File: src/include/pdm_map.svh
`ifndef PDM_MAP_SVH
`define PDM_MAP_SVH

// ----------------------------------------
// Pin numbering on the flat pin vectors
// ----------------------------------------
`define PDM_NPIN 35
`define PDM_PA_LSB 0
`define PDM_PB_LSB 8
`define PDM_PC_LSB 16
`define PDM_PD_LSB 24
`define PDM_PE_LSB 32
`define PDM_NFUNC 17

// ----------------------------------------
// Register offsets
// ----------------------------------------
`define PDM_OFS_DATA_A 5'h00
`define PDM_OFS_DATA_E 5'h04
`define PDM_OFS_DIR_A 5'h05
`define PDM_OFS_DIR_E 5'h09
`define PDM_OFS_LVL_AB 5'h0a
`define PDM_OFS_LVL_CD 5'h0b
`define PDM_OFS_LVL_E 5'h0c
`define PDM_OFS_FN_A_LO 5'h0d
`define PDM_OFS_FN_A_HI 5'h0e
`define PDM_OFS_FN_B_LO 5'h0f

// ----------------------------------------
// Reset values and field layout
// ----------------------------------------
`define PDM_RST_DATA 8'hff
`define PDM_RST_DIR 8'hff
`define PDM_RST_LVL 8'h00
`define PDM_RST_FN 8'h00
`define PDM_LVL_E_MASK 8'h03
`define PDM_PE_MASK 8'h07

`endif

File: src/include/pdm_pkg.sv
package pdm_pkg;
	// ----------------------------------------
	// Function carried by a pin; value indexes the peripheral vectors
	// ----------------------------------------
	typedef enum logic [4:0] {
		PDM_FN_GPIO = 5'h00,
		PDM_FN_PT0_OUT = 5'h01,
		PDM_FN_PT0_OUTN = 5'h02,
		PDM_FN_PT1_OUT = 5'h03,
		PDM_FN_PT2_OUT = 5'h04,
		PDM_FN_ST_OUT = 5'h05,
		PDM_FN_ST_OUTN = 5'h06,
		PDM_FN_SPIA_SDO = 5'h07,
		PDM_FN_SPIA_SCK = 5'h08,
		PDM_FN_SPIA_SCS = 5'h09,
		PDM_FN_SPIA_SDI = 5'h0a,
		PDM_FN_UART_TX = 5'h0b,
		PDM_FN_UART_RXTX = 5'h0c,
		PDM_FN_SIM_SDO = 5'h0d,
		PDM_FN_SIM_SCS = 5'h0e,
		PDM_FN_SIM_SDA = 5'h0f,
		PDM_FN_ANALOG = 5'h10
	} pdm_func_t;
	typedef logic [1:0] pdm_level_t;
endpackage

File: src/include/pdm_pad_if.sv
`timescale 1ns/1ps
`default_nettype none
// ----------------------------------------
// Configuration in, pad drive out, for one pin
// ----------------------------------------
interface pdm_pad_if;
	import pdm_pkg::*;
	logic dir; // 1 input, 0 output
	logic latch; // Output data latch
	pdm_level_t level; // Selected drive level
	pdm_func_t func; // Routed function
	logic per_out; // Peripheral output for this function
	logic per_oe_n; // Peripheral enable, low drives
	logic pin_out; // Level to the pad
	logic pin_oe_n; // Pad enable, low drives
	logic ana_en; // Pad handed to analogue use
	pdm_level_t drv; // Drive level reaching the pad
	modport cfg (output dir, latch, level, func, per_out, per_oe_n, input pin_out, pin_oe_n, ana_en, drv);
	modport pad (input dir, latch, level, func, per_out, per_oe_n, output pin_out, pin_oe_n, ana_en, drv);
endinterface
`default_nettype wire

File: src/logic/pdm_pad.sv
`timescale 1ns/1ps
`default_nettype none
// ----------------------------------------
// Pad multiplexer for one pin
// ----------------------------------------
module pdm_pad (
	pdm_pad_if.pad p
);
	import pdm_pkg::*;

	// Choose source and enable from routed function
	always_comb begin
		p.pin_out = 1'b0;
		p.pin_oe_n = 1'b1;
		p.ana_en = 1'b0;
		case (p.func)
			PDM_FN_GPIO: begin
				p.pin_out = p.latch;
				p.pin_oe_n = p.dir;
			end
			PDM_FN_ANALOG: begin
				p.ana_en = 1'b1; // Driver off, pad to analogue
			end
			PDM_FN_SPIA_SDI: begin
				p.pin_oe_n = 1'b1; // Input only
			end
			default: begin
				p.pin_out = p.per_out; // Peripheral owns the pad
				p.pin_oe_n = p.per_oe_n;
			end
		endcase
	end

	// Level reaches the pad only while it is a CMOS output
	always_comb begin
		p.drv = p.pin_oe_n ? 2'h0 : p.level;
	end
endmodule
`default_nettype wire

File: src/logic/pdm_top.sv
`timescale 1ns/1ps
`default_nettype none
`include "pdm_map.svh"
module pdm_top (
	input wire logic I_CLOCK,
	input wire logic I_RESET,
	input wire logic I_CE,
	input wire logic [4:0] I_ADDR,
	input wire logic [7:0] I_WDATA,
	input wire logic I_WR,
	input wire logic I_RD,
	output logic [7:0] O_RDATA,
	input wire logic [`PDM_NPIN-1:0] I_PIN_IN,
	output logic [`PDM_NPIN-1:0] O_PIN_OUT,
	output logic [`PDM_NPIN-1:0] O_PIN_OE_N,
	output logic [`PDM_NPIN-1:0] O_ANALOG_EN,
	output logic [2*`PDM_NPIN-1:0] O_DRIVE,
	output logic [`PDM_NPIN-1:0] O_PIN_LEVEL,
	input wire logic [`PDM_NFUNC-1:0] I_PERIPH_OUT,
	input wire logic [`PDM_NFUNC-1:0] I_PERIPH_OE_N,
	output logic [`PDM_NFUNC-1:0] O_PERIPH_IN
);
	import pdm_pkg::*;

	// ----------------------------------------
	// Register state
	// ----------------------------------------
	logic [7:0] data_q [5]; // Output data latches A..E
	logic [7:0] dir_q [5]; // Direction A..E
	logic [7:0] lvl_ab_q; // Drive levels ports A, B
	logic [7:0] lvl_cd_q; // Drive levels ports C, D
	logic [1:0] lvl_e_q; // Drive level port E
	logic [7:0] fn_a_lo_q; // Port A pins 3..0 selectors
	logic [7:0] fn_a_hi_q; // Port A pins 7..4 selectors
	logic [7:0] fn_b_lo_q; // Port B pins 3..0 selectors
	logic [7:0] rdata_d; // Read data before the flop
	logic [`PDM_NPIN-1:0] dir_flat; // Direction per pin
	logic [`PDM_NPIN-1:0] latch_flat; // Latch per pin
	logic [`PDM_NPIN-1:0] pad_out; // Pad values before the flops
	logic [`PDM_NPIN-1:0] pad_oe_n;
	logic [`PDM_NPIN-1:0] pad_ana;
	logic [2*`PDM_NPIN-1:0] pad_drv;
	pdm_func_t pin_fn [`PDM_NPIN]; // Routed function per pin
	logic [`PDM_NFUNC-1:0] per_in_d; // Pin levels routed to peripherals

	// ----------------------------------------
	// Function routing tables
	// ----------------------------------------
	// Map one pin's selector code to its function
	function automatic pdm_func_t route(input int pin, input logic [1:0] s);
		pdm_func_t f;
		f = PDM_FN_GPIO;
		case (pin)
			0: f = (s == 2'h2) ? PDM_FN_PT0_OUT : (s == 2'h3) ? PDM_FN_ANALOG : PDM_FN_GPIO;
			1: f = (s == 2'h2) ? PDM_FN_ANALOG : (s == 2'h3) ? PDM_FN_PT0_OUTN : PDM_FN_GPIO;
			2: f = (s == 2'h3) ? PDM_FN_ANALOG : PDM_FN_GPIO;
			3: begin
				case (s)
					2'h1: f = PDM_FN_PT1_OUT;
					2'h2: f = PDM_FN_SPIA_SDO;
					2'h3: f = PDM_FN_ANALOG;
					default: f = PDM_FN_GPIO;
				endcase
			end
			4: begin
				case (s)
					2'h1: f = PDM_FN_PT2_OUT;
					2'h2: f = PDM_FN_SPIA_SCS;
					2'h3: f = PDM_FN_ANALOG;
					default: f = PDM_FN_GPIO;
				endcase
			end
			5: begin
				case (s)
					2'h1: f = PDM_FN_ST_OUT;
					2'h2: f = PDM_FN_SPIA_SCK;
					2'h3: f = PDM_FN_UART_TX;
					default: f = PDM_FN_GPIO;
				endcase
			end
			6: f = (s == 2'h1) ? PDM_FN_SPIA_SDI : (s == 2'h3) ? PDM_FN_UART_RXTX : PDM_FN_GPIO;
			7: f = (s == 2'h3) ? PDM_FN_SIM_SDA : PDM_FN_GPIO;
			9: begin
				case (s)
					2'h1: f = PDM_FN_ANALOG;
					2'h2: f = PDM_FN_ANALOG;
					2'h3: f = PDM_FN_ST_OUTN;
					default: f = PDM_FN_GPIO;
				endcase
			end
			10: f = (s == 2'h2) ? PDM_FN_SIM_SCS : (s == 2'h3) ? PDM_FN_SPIA_SCK : PDM_FN_GPIO;
			11: begin
				case (s)
					2'h1: f = PDM_FN_UART_RXTX;
					2'h2: f = PDM_FN_SPIA_SDI;
					2'h3: f = PDM_FN_SIM_SDO;
					default: f = PDM_FN_GPIO;
				endcase
			end
			default: f = PDM_FN_GPIO; // Remaining pins stay general I/O
		endcase
		return f;
	endfunction

	// Drive level field serving one pin
	function automatic pdm_level_t level_of(input int pin, input logic [7:0] ab, input logic [7:0] cd,
		input logic [1:0] e);
		pdm_level_t l;
		case (pin / 4)
			0: l = ab[1:0];
			1: l = ab[3:2];
			2: l = ab[5:4];
			3: l = ab[7:6];
			4: l = cd[1:0];
			5: l = cd[3:2];
			6: l = cd[5:4];
			7: l = cd[7:6];
			default: l = e;
		endcase
		return l;
	endfunction

	// ----------------------------------------
	// Register writes
	// ----------------------------------------
	// Data latches and direction, one word per port
	always_ff @(posedge I_CLOCK) begin
		if (I_RESET) begin
			for (int k = 0; k < 5; k++) begin
				data_q[k] <= `PDM_RST_DATA;
				dir_q[k] <= `PDM_RST_DIR;
			end
		end else if (I_CE && I_WR) begin
			for (int k = 0; k < 5; k++) begin
				if (I_ADDR == `PDM_OFS_DATA_A + 5'(k)) begin
					data_q[k] <= (k == 4) ? (I_WDATA & `PDM_PE_MASK) : I_WDATA;
				end
				if (I_ADDR == `PDM_OFS_DIR_A + 5'(k)) begin
					dir_q[k] <= (k == 4) ? (I_WDATA | ~`PDM_PE_MASK) : I_WDATA;
				end
			end
		end
	end

	// Drive levels and function selectors
	always_ff @(posedge I_CLOCK) begin
		if (I_RESET) begin
			lvl_ab_q <= `PDM_RST_LVL;
			lvl_cd_q <= `PDM_RST_LVL;
			lvl_e_q <= 2'h0;
			fn_a_lo_q <= `PDM_RST_FN;
			fn_a_hi_q <= `PDM_RST_FN;
			fn_b_lo_q <= `PDM_RST_FN;
		end else if (I_CE && I_WR) begin
			case (I_ADDR)
				`PDM_OFS_LVL_AB: lvl_ab_q <= I_WDATA;
				`PDM_OFS_LVL_CD: lvl_cd_q <= I_WDATA;
				`PDM_OFS_LVL_E: lvl_e_q <= I_WDATA[1:0];
				`PDM_OFS_FN_A_LO: fn_a_lo_q <= I_WDATA;
				`PDM_OFS_FN_A_HI: fn_a_hi_q <= I_WDATA;
				`PDM_OFS_FN_B_LO: fn_b_lo_q <= I_WDATA;
				default: begin
					// Unmapped writes are ignored
				end
			endcase
		end
	end

	// ----------------------------------------
	// Register reads
	// ----------------------------------------
	// Flatten per-port state onto the pin vectors
	always_comb begin
		for (int k = 0; k < `PDM_NPIN; k++) begin
			dir_flat[k] = dir_q[k / 8][k % 8];
			latch_flat[k] = data_q[k / 8][k % 8];
		end
	end

	// Read mux; data words mix pin and latch per direction bit
	always_comb begin
		logic [7:0] pins;
		pins = 8'h00;
		rdata_d = 8'h00;
		for (int k = 0; k < 5; k++) begin
			pins = 8'h00;
			for (int b = 0; b < 8; b++) begin
				if (k * 8 + b < `PDM_NPIN) begin
					pins[b] = I_PIN_IN[k * 8 + b];
				end
			end
			if (I_ADDR == `PDM_OFS_DATA_A + 5'(k)) begin
				rdata_d = (dir_q[k] & pins) | (~dir_q[k] & data_q[k]);
				if (k == 4) begin
					rdata_d = rdata_d & `PDM_PE_MASK;
				end
			end
			if (I_ADDR == `PDM_OFS_DIR_A + 5'(k)) begin
				rdata_d = (k == 4) ? (dir_q[k] & `PDM_PE_MASK) : dir_q[k];
			end
		end
		case (I_ADDR)
			`PDM_OFS_LVL_AB: rdata_d = lvl_ab_q;
			`PDM_OFS_LVL_CD: rdata_d = lvl_cd_q;
			`PDM_OFS_LVL_E: rdata_d = {6'h00, lvl_e_q};
			`PDM_OFS_FN_A_LO: rdata_d = fn_a_lo_q;
			`PDM_OFS_FN_A_HI: rdata_d = fn_a_hi_q;
			`PDM_OFS_FN_B_LO: rdata_d = fn_b_lo_q;
			default: begin
				// Keep port words or zero
			end
		endcase
	end

	// Read data stands one cycle after the strobe
	always_ff @(posedge I_CLOCK) begin
		if (I_RESET) begin
			O_RDATA <= 8'h00;
		end else if (I_CE) begin
			O_RDATA <= I_RD ? rdata_d : 8'h00;
		end
	end

	// ----------------------------------------
	// Pads
	// ----------------------------------------
	genvar g;
	generate
		for (g = 0; g < `PDM_NPIN; g++) begin : pin
			pdm_pad_if pif ();
			logic [1:0] sel;
			// Selector field of this pin
			assign sel = (g < 4) ? fn_a_lo_q[2*(g%4)+:2] : (g < 8) ? fn_a_hi_q[2*(g%4)+:2] :
				(g < 12) ? fn_b_lo_q[2*(g%4)+:2] : 2'h0;
			assign pin_fn[g] = route(g, sel);
			assign pif.dir = dir_flat[g];
			assign pif.latch = latch_flat[g];
			assign pif.level = level_of(g, lvl_ab_q, lvl_cd_q, lvl_e_q);
			assign pif.func = pin_fn[g];
			assign pif.per_out = I_PERIPH_OUT[pin_fn[g]];
			assign pif.per_oe_n = I_PERIPH_OE_N[pin_fn[g]];
			assign pad_out[g] = pif.pin_out;
			assign pad_oe_n[g] = pif.pin_oe_n;
			assign pad_ana[g] = pif.ana_en;
			assign pad_drv[2*g+:2] = pif.drv;
			pdm_pad u_pad (
				.p(pif.pad)
			);
		end
	endgenerate

	// Route pin levels to peripheral inputs on functions other than GPIO and analogue
	always_comb begin
		per_in_d = '0;
		for (int k = 0; k < `PDM_NPIN; k++) begin
			if (pin_fn[k] != PDM_FN_GPIO && pin_fn[k] != PDM_FN_ANALOG) begin
				per_in_d[pin_fn[k]] = per_in_d[pin_fn[k]] | I_PIN_IN[k];
			end
		end
	end

	// Registered pad and peripheral outputs
	always_ff @(posedge I_CLOCK) begin
		if (I_RESET) begin
			O_PIN_OUT <= '0;
			O_PIN_OE_N <= '1;
			O_ANALOG_EN <= '0;
			O_DRIVE <= '0;
			O_PIN_LEVEL <= '0;
			O_PERIPH_IN <= '0;
		end else if (I_CE) begin
			O_PIN_OUT <= pad_out;
			O_PIN_OE_N <= pad_oe_n;
			O_ANALOG_EN <= pad_ana;
			O_DRIVE <= pad_drv;
			O_PIN_LEVEL <= I_PIN_IN; // Shared digital inputs, direction set by software
			O_PERIPH_IN <= per_in_d;
		end
	end

	// ----------------------------------------
	// Checks
	// ----------------------------------------
	dir_write_a: assert property (@(posedge I_CLOCK) disable iff (I_RESET)
		(I_CE && I_WR && I_ADDR == `PDM_OFS_DIR_A) |=> dir_q[0] == $past(I_WDATA))
		else $error("direction write not stored");
	read_input_a: assert property (@(posedge I_CLOCK) disable iff (I_RESET)
		(I_CE && I_RD && I_ADDR == `PDM_OFS_DATA_A && dir_q[0] == 8'hff) |=> O_RDATA == $past(I_PIN_IN[7:0]))
		else $error("input read does not show pin");
	read_latch_a: assert property (@(posedge I_CLOCK) disable iff (I_RESET)
		(I_CE && I_RD && I_ADDR == `PDM_OFS_DATA_A && dir_q[0] == 8'h00) |=> O_RDATA == $past(data_q[0]))
		else $error("output read does not show latch");
	drive_gate_a: assert property (@(posedge I_CLOCK) disable iff (I_RESET)
		O_PIN_OE_N[0] |-> O_DRIVE[1:0] == 2'h0)
		else $error("drive level on a pin not driving");
	level_e_read_a: assert property (@(posedge I_CLOCK) disable iff (I_RESET)
		(I_CE && I_RD && I_ADDR == `PDM_OFS_LVL_E) |=> O_RDATA[7:2] == 6'h00)
		else $error("unimplemented level bits not zero");
	pa0_timer_a: assert property (@(posedge I_CLOCK) disable iff (I_RESET)
		(I_CE && fn_a_lo_q[1:0] == 2'h2) |=> O_PIN_OUT[0] == $past(I_PERIPH_OUT[PDM_FN_PT0_OUT]))
		else $error("PA0 timer output not routed");
	pb1_analog_a: assert property (@(posedge I_CLOCK) disable iff (I_RESET)
		(I_CE && fn_b_lo_q[3:2] == 2'h1) |=> (O_ANALOG_EN[9] && O_PIN_OE_N[9]))
		else $error("PB1 analogue not selected");
	route_lag_a: assert property (@(posedge I_CLOCK) disable iff (I_RESET)
		(I_CE && I_WR && I_ADDR == `PDM_OFS_FN_A_LO && I_WDATA[1:0] == 2'h3) ##1 I_CE |=> O_ANALOG_EN[0])
		else $error("selector write not applied");
	pa5_tx_a: assert property (@(posedge I_CLOCK) disable iff (I_RESET)
		(I_CE && fn_a_hi_q[3:2] == 2'h3) |=> O_PIN_OUT[5] == $past(I_PERIPH_OUT[PDM_FN_UART_TX]))
		else $error("PA5 transmit not routed");
	ce_hold_a: assert property (@(posedge I_CLOCK) disable iff (I_RESET)
		!I_CE |=> ($stable(O_RDATA) && $stable(O_PIN_OE_N) && $stable(dir_q[0])))
		else $error("clock enable low did not freeze state");
	reset_out_a: assert property (@(posedge I_CLOCK)
		I_RESET |=> (O_PIN_OE_N == '1 && O_RDATA == 8'h00 && dir_q[0] == `PDM_RST_DIR))
		else $error("reset left a pin driving");
	drive_level_a: assert property (@(posedge I_CLOCK) disable iff (I_RESET)
		(I_CE && !pad_oe_n[0]) |=> O_DRIVE[1:0] == $past(lvl_ab_q[1:0]))
		else $error("driving pin lacks its level");
	pb2_select_a: assert property (@(posedge I_CLOCK) disable iff (I_RESET)
		(I_CE && fn_b_lo_q[5:4] == 2'h2) |=> O_PIN_OE_N[10] == $past(I_PERIPH_OE_N[PDM_FN_SIM_SCS]))
		else $error("PB2 serial select not routed");
	out_cover: cover property (@(posedge I_CLOCK) disable iff (I_RESET) I_CE && !O_PIN_OE_N[0] && O_DRIVE[1:0] == 2'h3);
	read_cover: cover property (@(posedge I_CLOCK) disable iff (I_RESET) I_CE && I_RD && I_ADDR == `PDM_OFS_DATA_A);
	analog_cover: cover property (@(posedge I_CLOCK) disable iff (I_RESET) O_ANALOG_EN[2]);
endmodule
`default_nettype wire

File: config.mk
export PLATFORM = sky130hd
export DESIGN_NAME = pdm_top
export DESIGN_NICKNAME = d
export VERILOG_FILES = /design/src/include/pdm_pkg.sv /design/src/include/pdm_pad_if.sv /design/src/logic/pdm_pad.sv /design/src/logic/pdm_top.sv
export VERILOG_INCLUDE_DIRS = /design/src /design/src/include
export SDC_FILE = /design/constraint.sdc
export NUM_CORES = 1
export LEC_CHECK = 0
export BUFFER_PORTS_ARGS = -buffer_cell sky130_fd_sc_hd__buf_2
export CORE_MARGIN = 2
export CORE_UTILIZATION = 50
export DETAILED_ROUTE_END_ITERATION = 12
export GPL_TIMING_DRIVEN = 0
export PLACE_DENSITY = 0.72
export SYNTH_ARGS = -nofsm -noshare
export SYNTH_HDL_FRONTEND = slang
export SYNTH_SLANG_ARGS = --single-unit
export TNS_END_PERCENT = 30
File: constraint.sdc
create_clock -name I_CLOCK -period 3.7 [get_ports I_CLOCK]
set_clock_uncertainty 0.1 [all_clocks]
set_input_delay 0.37 -clock I_CLOCK [delete_from_list [all_inputs] [get_ports I_CLOCK]]
set_output_delay 0.37 -clock I_CLOCK [all_outputs]
set_load 0.1 [all_outputs]
==> qor.yml <==
outcome: "complete, no violations"
insertion_delay_ns: 0.53
drtPass1Iterations: 7
area_growth_syn_to_layout_pct: 22.69
postRouteAntennaNets: 0
cts_tree: "built"
ys_top_cells_by_area: "sky130_fd_sc_hd__dfxtp_1, sky130_fd_sc_hd__edfxtp_1, sky130_fd_sc_hd__mux2i_1"
timing.setup.tns_ns: 0
report.final.setup_viol: 0
cts_root_buf: "sky130_fd_sc_hd__clkbuf_16"
finalNonFillerCells: 2194
globalRouteTotalUtil_pct: 34.37
fp-row-count: 60
setup.worst_path.start_class: "input pin"
boundaryPins: 322
final_wl_mm: 50.65
final.setup.worst_slack_ns: 1.017
hold_path.class: "input pin to register"
cts_hold_buffers: 0
crit_path_required_time_ns: 3.75
max_clock_freq_mhz: 372.7
path_max_fanout: 10
clkSinkCount: 318
grt_pass1_vias: 11770
post_cts.repair.setup_buffers: 0
share_of_final_layout_standard_cells_stronger_than_drive_strength_1_pct: 22.41
die_w_um: 168.6
post_synth_instance_area_um2: 13550
timing_hold_violations_final: 0
power_density_normalized_to_cell_area_nw_per_um2: 515.5
yosys.area.top_type: "sky130_fd_sc_hd__dfxtp_1"
dp.final_hpwl_mm: 38.66
routed_wire_length_per_instance_um: 23.09
worst-slew-pin-transition_ns: 1.197
num_vias: 12790
drt-initial-drc-count: 1294
fp.coreArea_um2: 26800
maxCapViolCount: 0
count_of_nets_after_finishing: 1929
place_inst: 2131
yosys.cell_types.count: 63
avgSynthCellArea_um2: 9.188
ys_ff_latch: 318
port-buffer-count: 287
synth_enable_flop_cells: 70
postSynth.topFlopCell: "sky130_fd_sc_hd__dfxtp_1"
grt_max_degree: 15
worst_slew_margin_rel_pct: 20.00
cp_data_arrival_time_ns: 2.74
grt_antenna_before_repair: 1
worst_ir_drop_vdd_mv: 0.3923
detail_route.drc_violations: 0
yosys_warnings: 0
clock_tree.buffer_depth: 3
viasPerCell: 5.829
finalWorstPathRequiredPeriod_ns: 2.683
path_clk_slew_ns: 0.06
synth-async-reset-ratio_pct: 0
placement.setup.worst_slack_ns: 0.5744
rsz0062_at_grt: "false"
power.static_leakage_nw: 6.981
netlist.area_leader.share_pct: 36.63
initial_core_util_pct: 50.57
end_kind: "register"
floorplan.die.height_um: 168.6
h-tree-depth: 2
die_area_um2: 28440
critical_path_class: "input pin to register"
grt_first_pass_wirelength_mm: 72.96
ff2ff_setup_slack_ns: 1.23
gpl.final_weighted_congestion: 1.007
ys_seq_area_share_pct: 52.14
report.power.total_mw: 8.572
netlist_instances: 1475
numCtsBuffers: 35
ctsResizeCount: 0
final_max_slew_viol_count: 0
grt-ovfl-total: 0
min_period_over_period_pct: 72.52
## flip-flops by register name, indices dropped and copies added (netlist names), 8 cells and up
| register | count |
|---|---|
| O_PIN_OUT | 35 |
| data_q | 35 |
| O_RDATA | 8 |
| fn_b_lo_q | 8 |
| fn_a_hi_q | 8 |
| lvl_ab_q | 8 |
| O_PIN_LEVEL | 35 |
| fn_a_lo_q | 8 |
| O_PERIPH_IN | 17 |
| lvl_cd_q | 8 |
| O_PIN_OE_N | 35 |
| dir_q | 35 |
| O_DRIVE | 70 |
## through the flow
step	hold WS (ns)	cell area, um2	util, %
finish	0.01538	16630	62.04
global route	0.02049	16630	62.04
CTS	0.006646	16630	62.04
detailed placement	0.3434	15520	57.91
global placement	0.3376	15520	57.91
floorplan	0.3368	13660	-
## per-layer routing
metal | part of all wire, % | GRT usage, % | up-vias | routed length, um
met4 | 3.5 | 11.47 | 0 | 1781
met3 | 12 | 7.669 | 121 | 5882
li1 | - | - | 5823 | -
met5 | 0 | 0 | - | 0
met1 | 40 | 46.80 | 6056 | 20220
met2 | 45 | 54.50 | 789 | 22770
## critical path, stage by stage
cell,delay (ns)
sky130_fd_sc_hd__buf_2,0.12
sky130_fd_sc_hd__buf_2,0.17
sky130_fd_sc_hd__nor3_1,0.85
sky130_fd_sc_hd__nand3_1,0.19
sky130_fd_sc_hd__clkbuf_1,0.32
sky130_fd_sc_hd__o21bai_1,0.70
## placed cells by master, fill, tap and decap left out, types with 7 or more instances in the layout
master / n
sky130_fd_sc_hd__nand2b_1: 16
sky130_fd_sc_hd__buf_1: 12
sky130_fd_sc_hd__clkbuf_1: 74
sky130_fd_sc_hd__inv_1: 13
sky130_fd_sc_hd__edfxtp_1: 70
sky130_fd_sc_hd__a22oi_1: 12
sky130_fd_sc_hd__buf_2: 304
sky130_fd_sc_hd__buf_4: 29
sky130_fd_sc_hd__o211ai_1: 12
sky130_fd_sc_hd__o21ai_0: 23
sky130_fd_sc_hd__a211oi_1: 10
sky130_fd_sc_hd__clkbuf_16: 36
sky130_fd_sc_hd__nor3_1: 16
sky130_fd_sc_hd__a211o_1: 27
sky130_fd_sc_hd__nand3b_1: 10
sky130_fd_sc_hd__mux2_2: 7
sky130_fd_sc_hd__nand3_1: 48
sky130_fd_sc_hd__nand2_1: 186
sky130_fd_sc_hd__nand4_1: 10
sky130_fd_sc_hd__nor2_1: 224
sky130_fd_sc_hd__mux2i_1: 89
sky130_fd_sc_hd__ha_1: 15
sky130_fd_sc_hd__o22ai_1: 9
sky130_fd_sc_hd__conb_1: 29
sky130_fd_sc_hd__a21o_1: 7
sky130_fd_sc_hd__a21oi_1: 174
sky130_fd_sc_hd__dfxtp_1: 248
sky130_fd_sc_hd__or2_2: 15
sky130_fd_sc_hd__nor2b_1: 27
## synth_stat cells (all sizes together), types with 4 or more instances
library cell  count
nand2b           16
nand4            10
a21o              7
ha               15
clkbuf           62
mux2              7
o21ai            23
o2111ai           4
o21bai            5
mux2i            89
inv              13
and2              5
nor3b             4
mux4              4
or2              16
nor2b            27
nand3            48
a31oi             5
buf              59
dfxtp           248
a211oi           10
nor2            226
edfxtp           70
and3              5
nor3             18
o211ai           12
nand2           186
a211o            27
a21oi           174
a311oi            5
a221oi            4
a22oi            12
o22ai             9
nand3b           10
a32oi             4
## power breakdown
part / total (mW) / switching (mW) / internal (mW)
Clock: 3.39 / 1.40 / 1.98
Sequential: 3.80 / 0.126 / 3.67
Combinational: 1.39 / 1.12 / 0.267
Total: 8.57 / 2.65 / 5.92
## cells by family after synthesis
kind of cell / Yosys count / synth area share, %
adder cells (fa/ha/maj): 15 / 1.385
other: 1 / 0.02767
AND/OR/NAND/NOR: 583 / 19.10
AO/OA/AOI/OAI: 324 / 14.80
multiplexers: 100 / 7.819
buffers and inverters: 134 / 4.727
flip-flops: 318 / 52.14
## path summary, 6_finish.rpt
| check | start | end | cells after the start |
|---|---|---|---|
| max | I_ADDR[4] | dir_q[0][15] | 6 |
| min | I_PIN_IN[28] | O_PIN_LEVEL[28] | 3 |
| max reg2reg | fn_a_hi_q[0] | O_DRIVE[8] | 7 |
| min reg2reg | O_PERIPH_IN[9] | O_PERIPH_IN[9] | 2 |
## area by class of cell
class                   count  area [um2]
clock inverters            12       131.4
inverters                  13       48.80
well taps                 341       426.7
flip-flops and latches    318        7067
diodes                      1       2.502
multi-input cells        1051        5951
plain buffers             121       591.8
fillers                  2295       10170
clock buffers              50       973.4
repair buffers            287        1436
(Power assumes the default switching activity.)
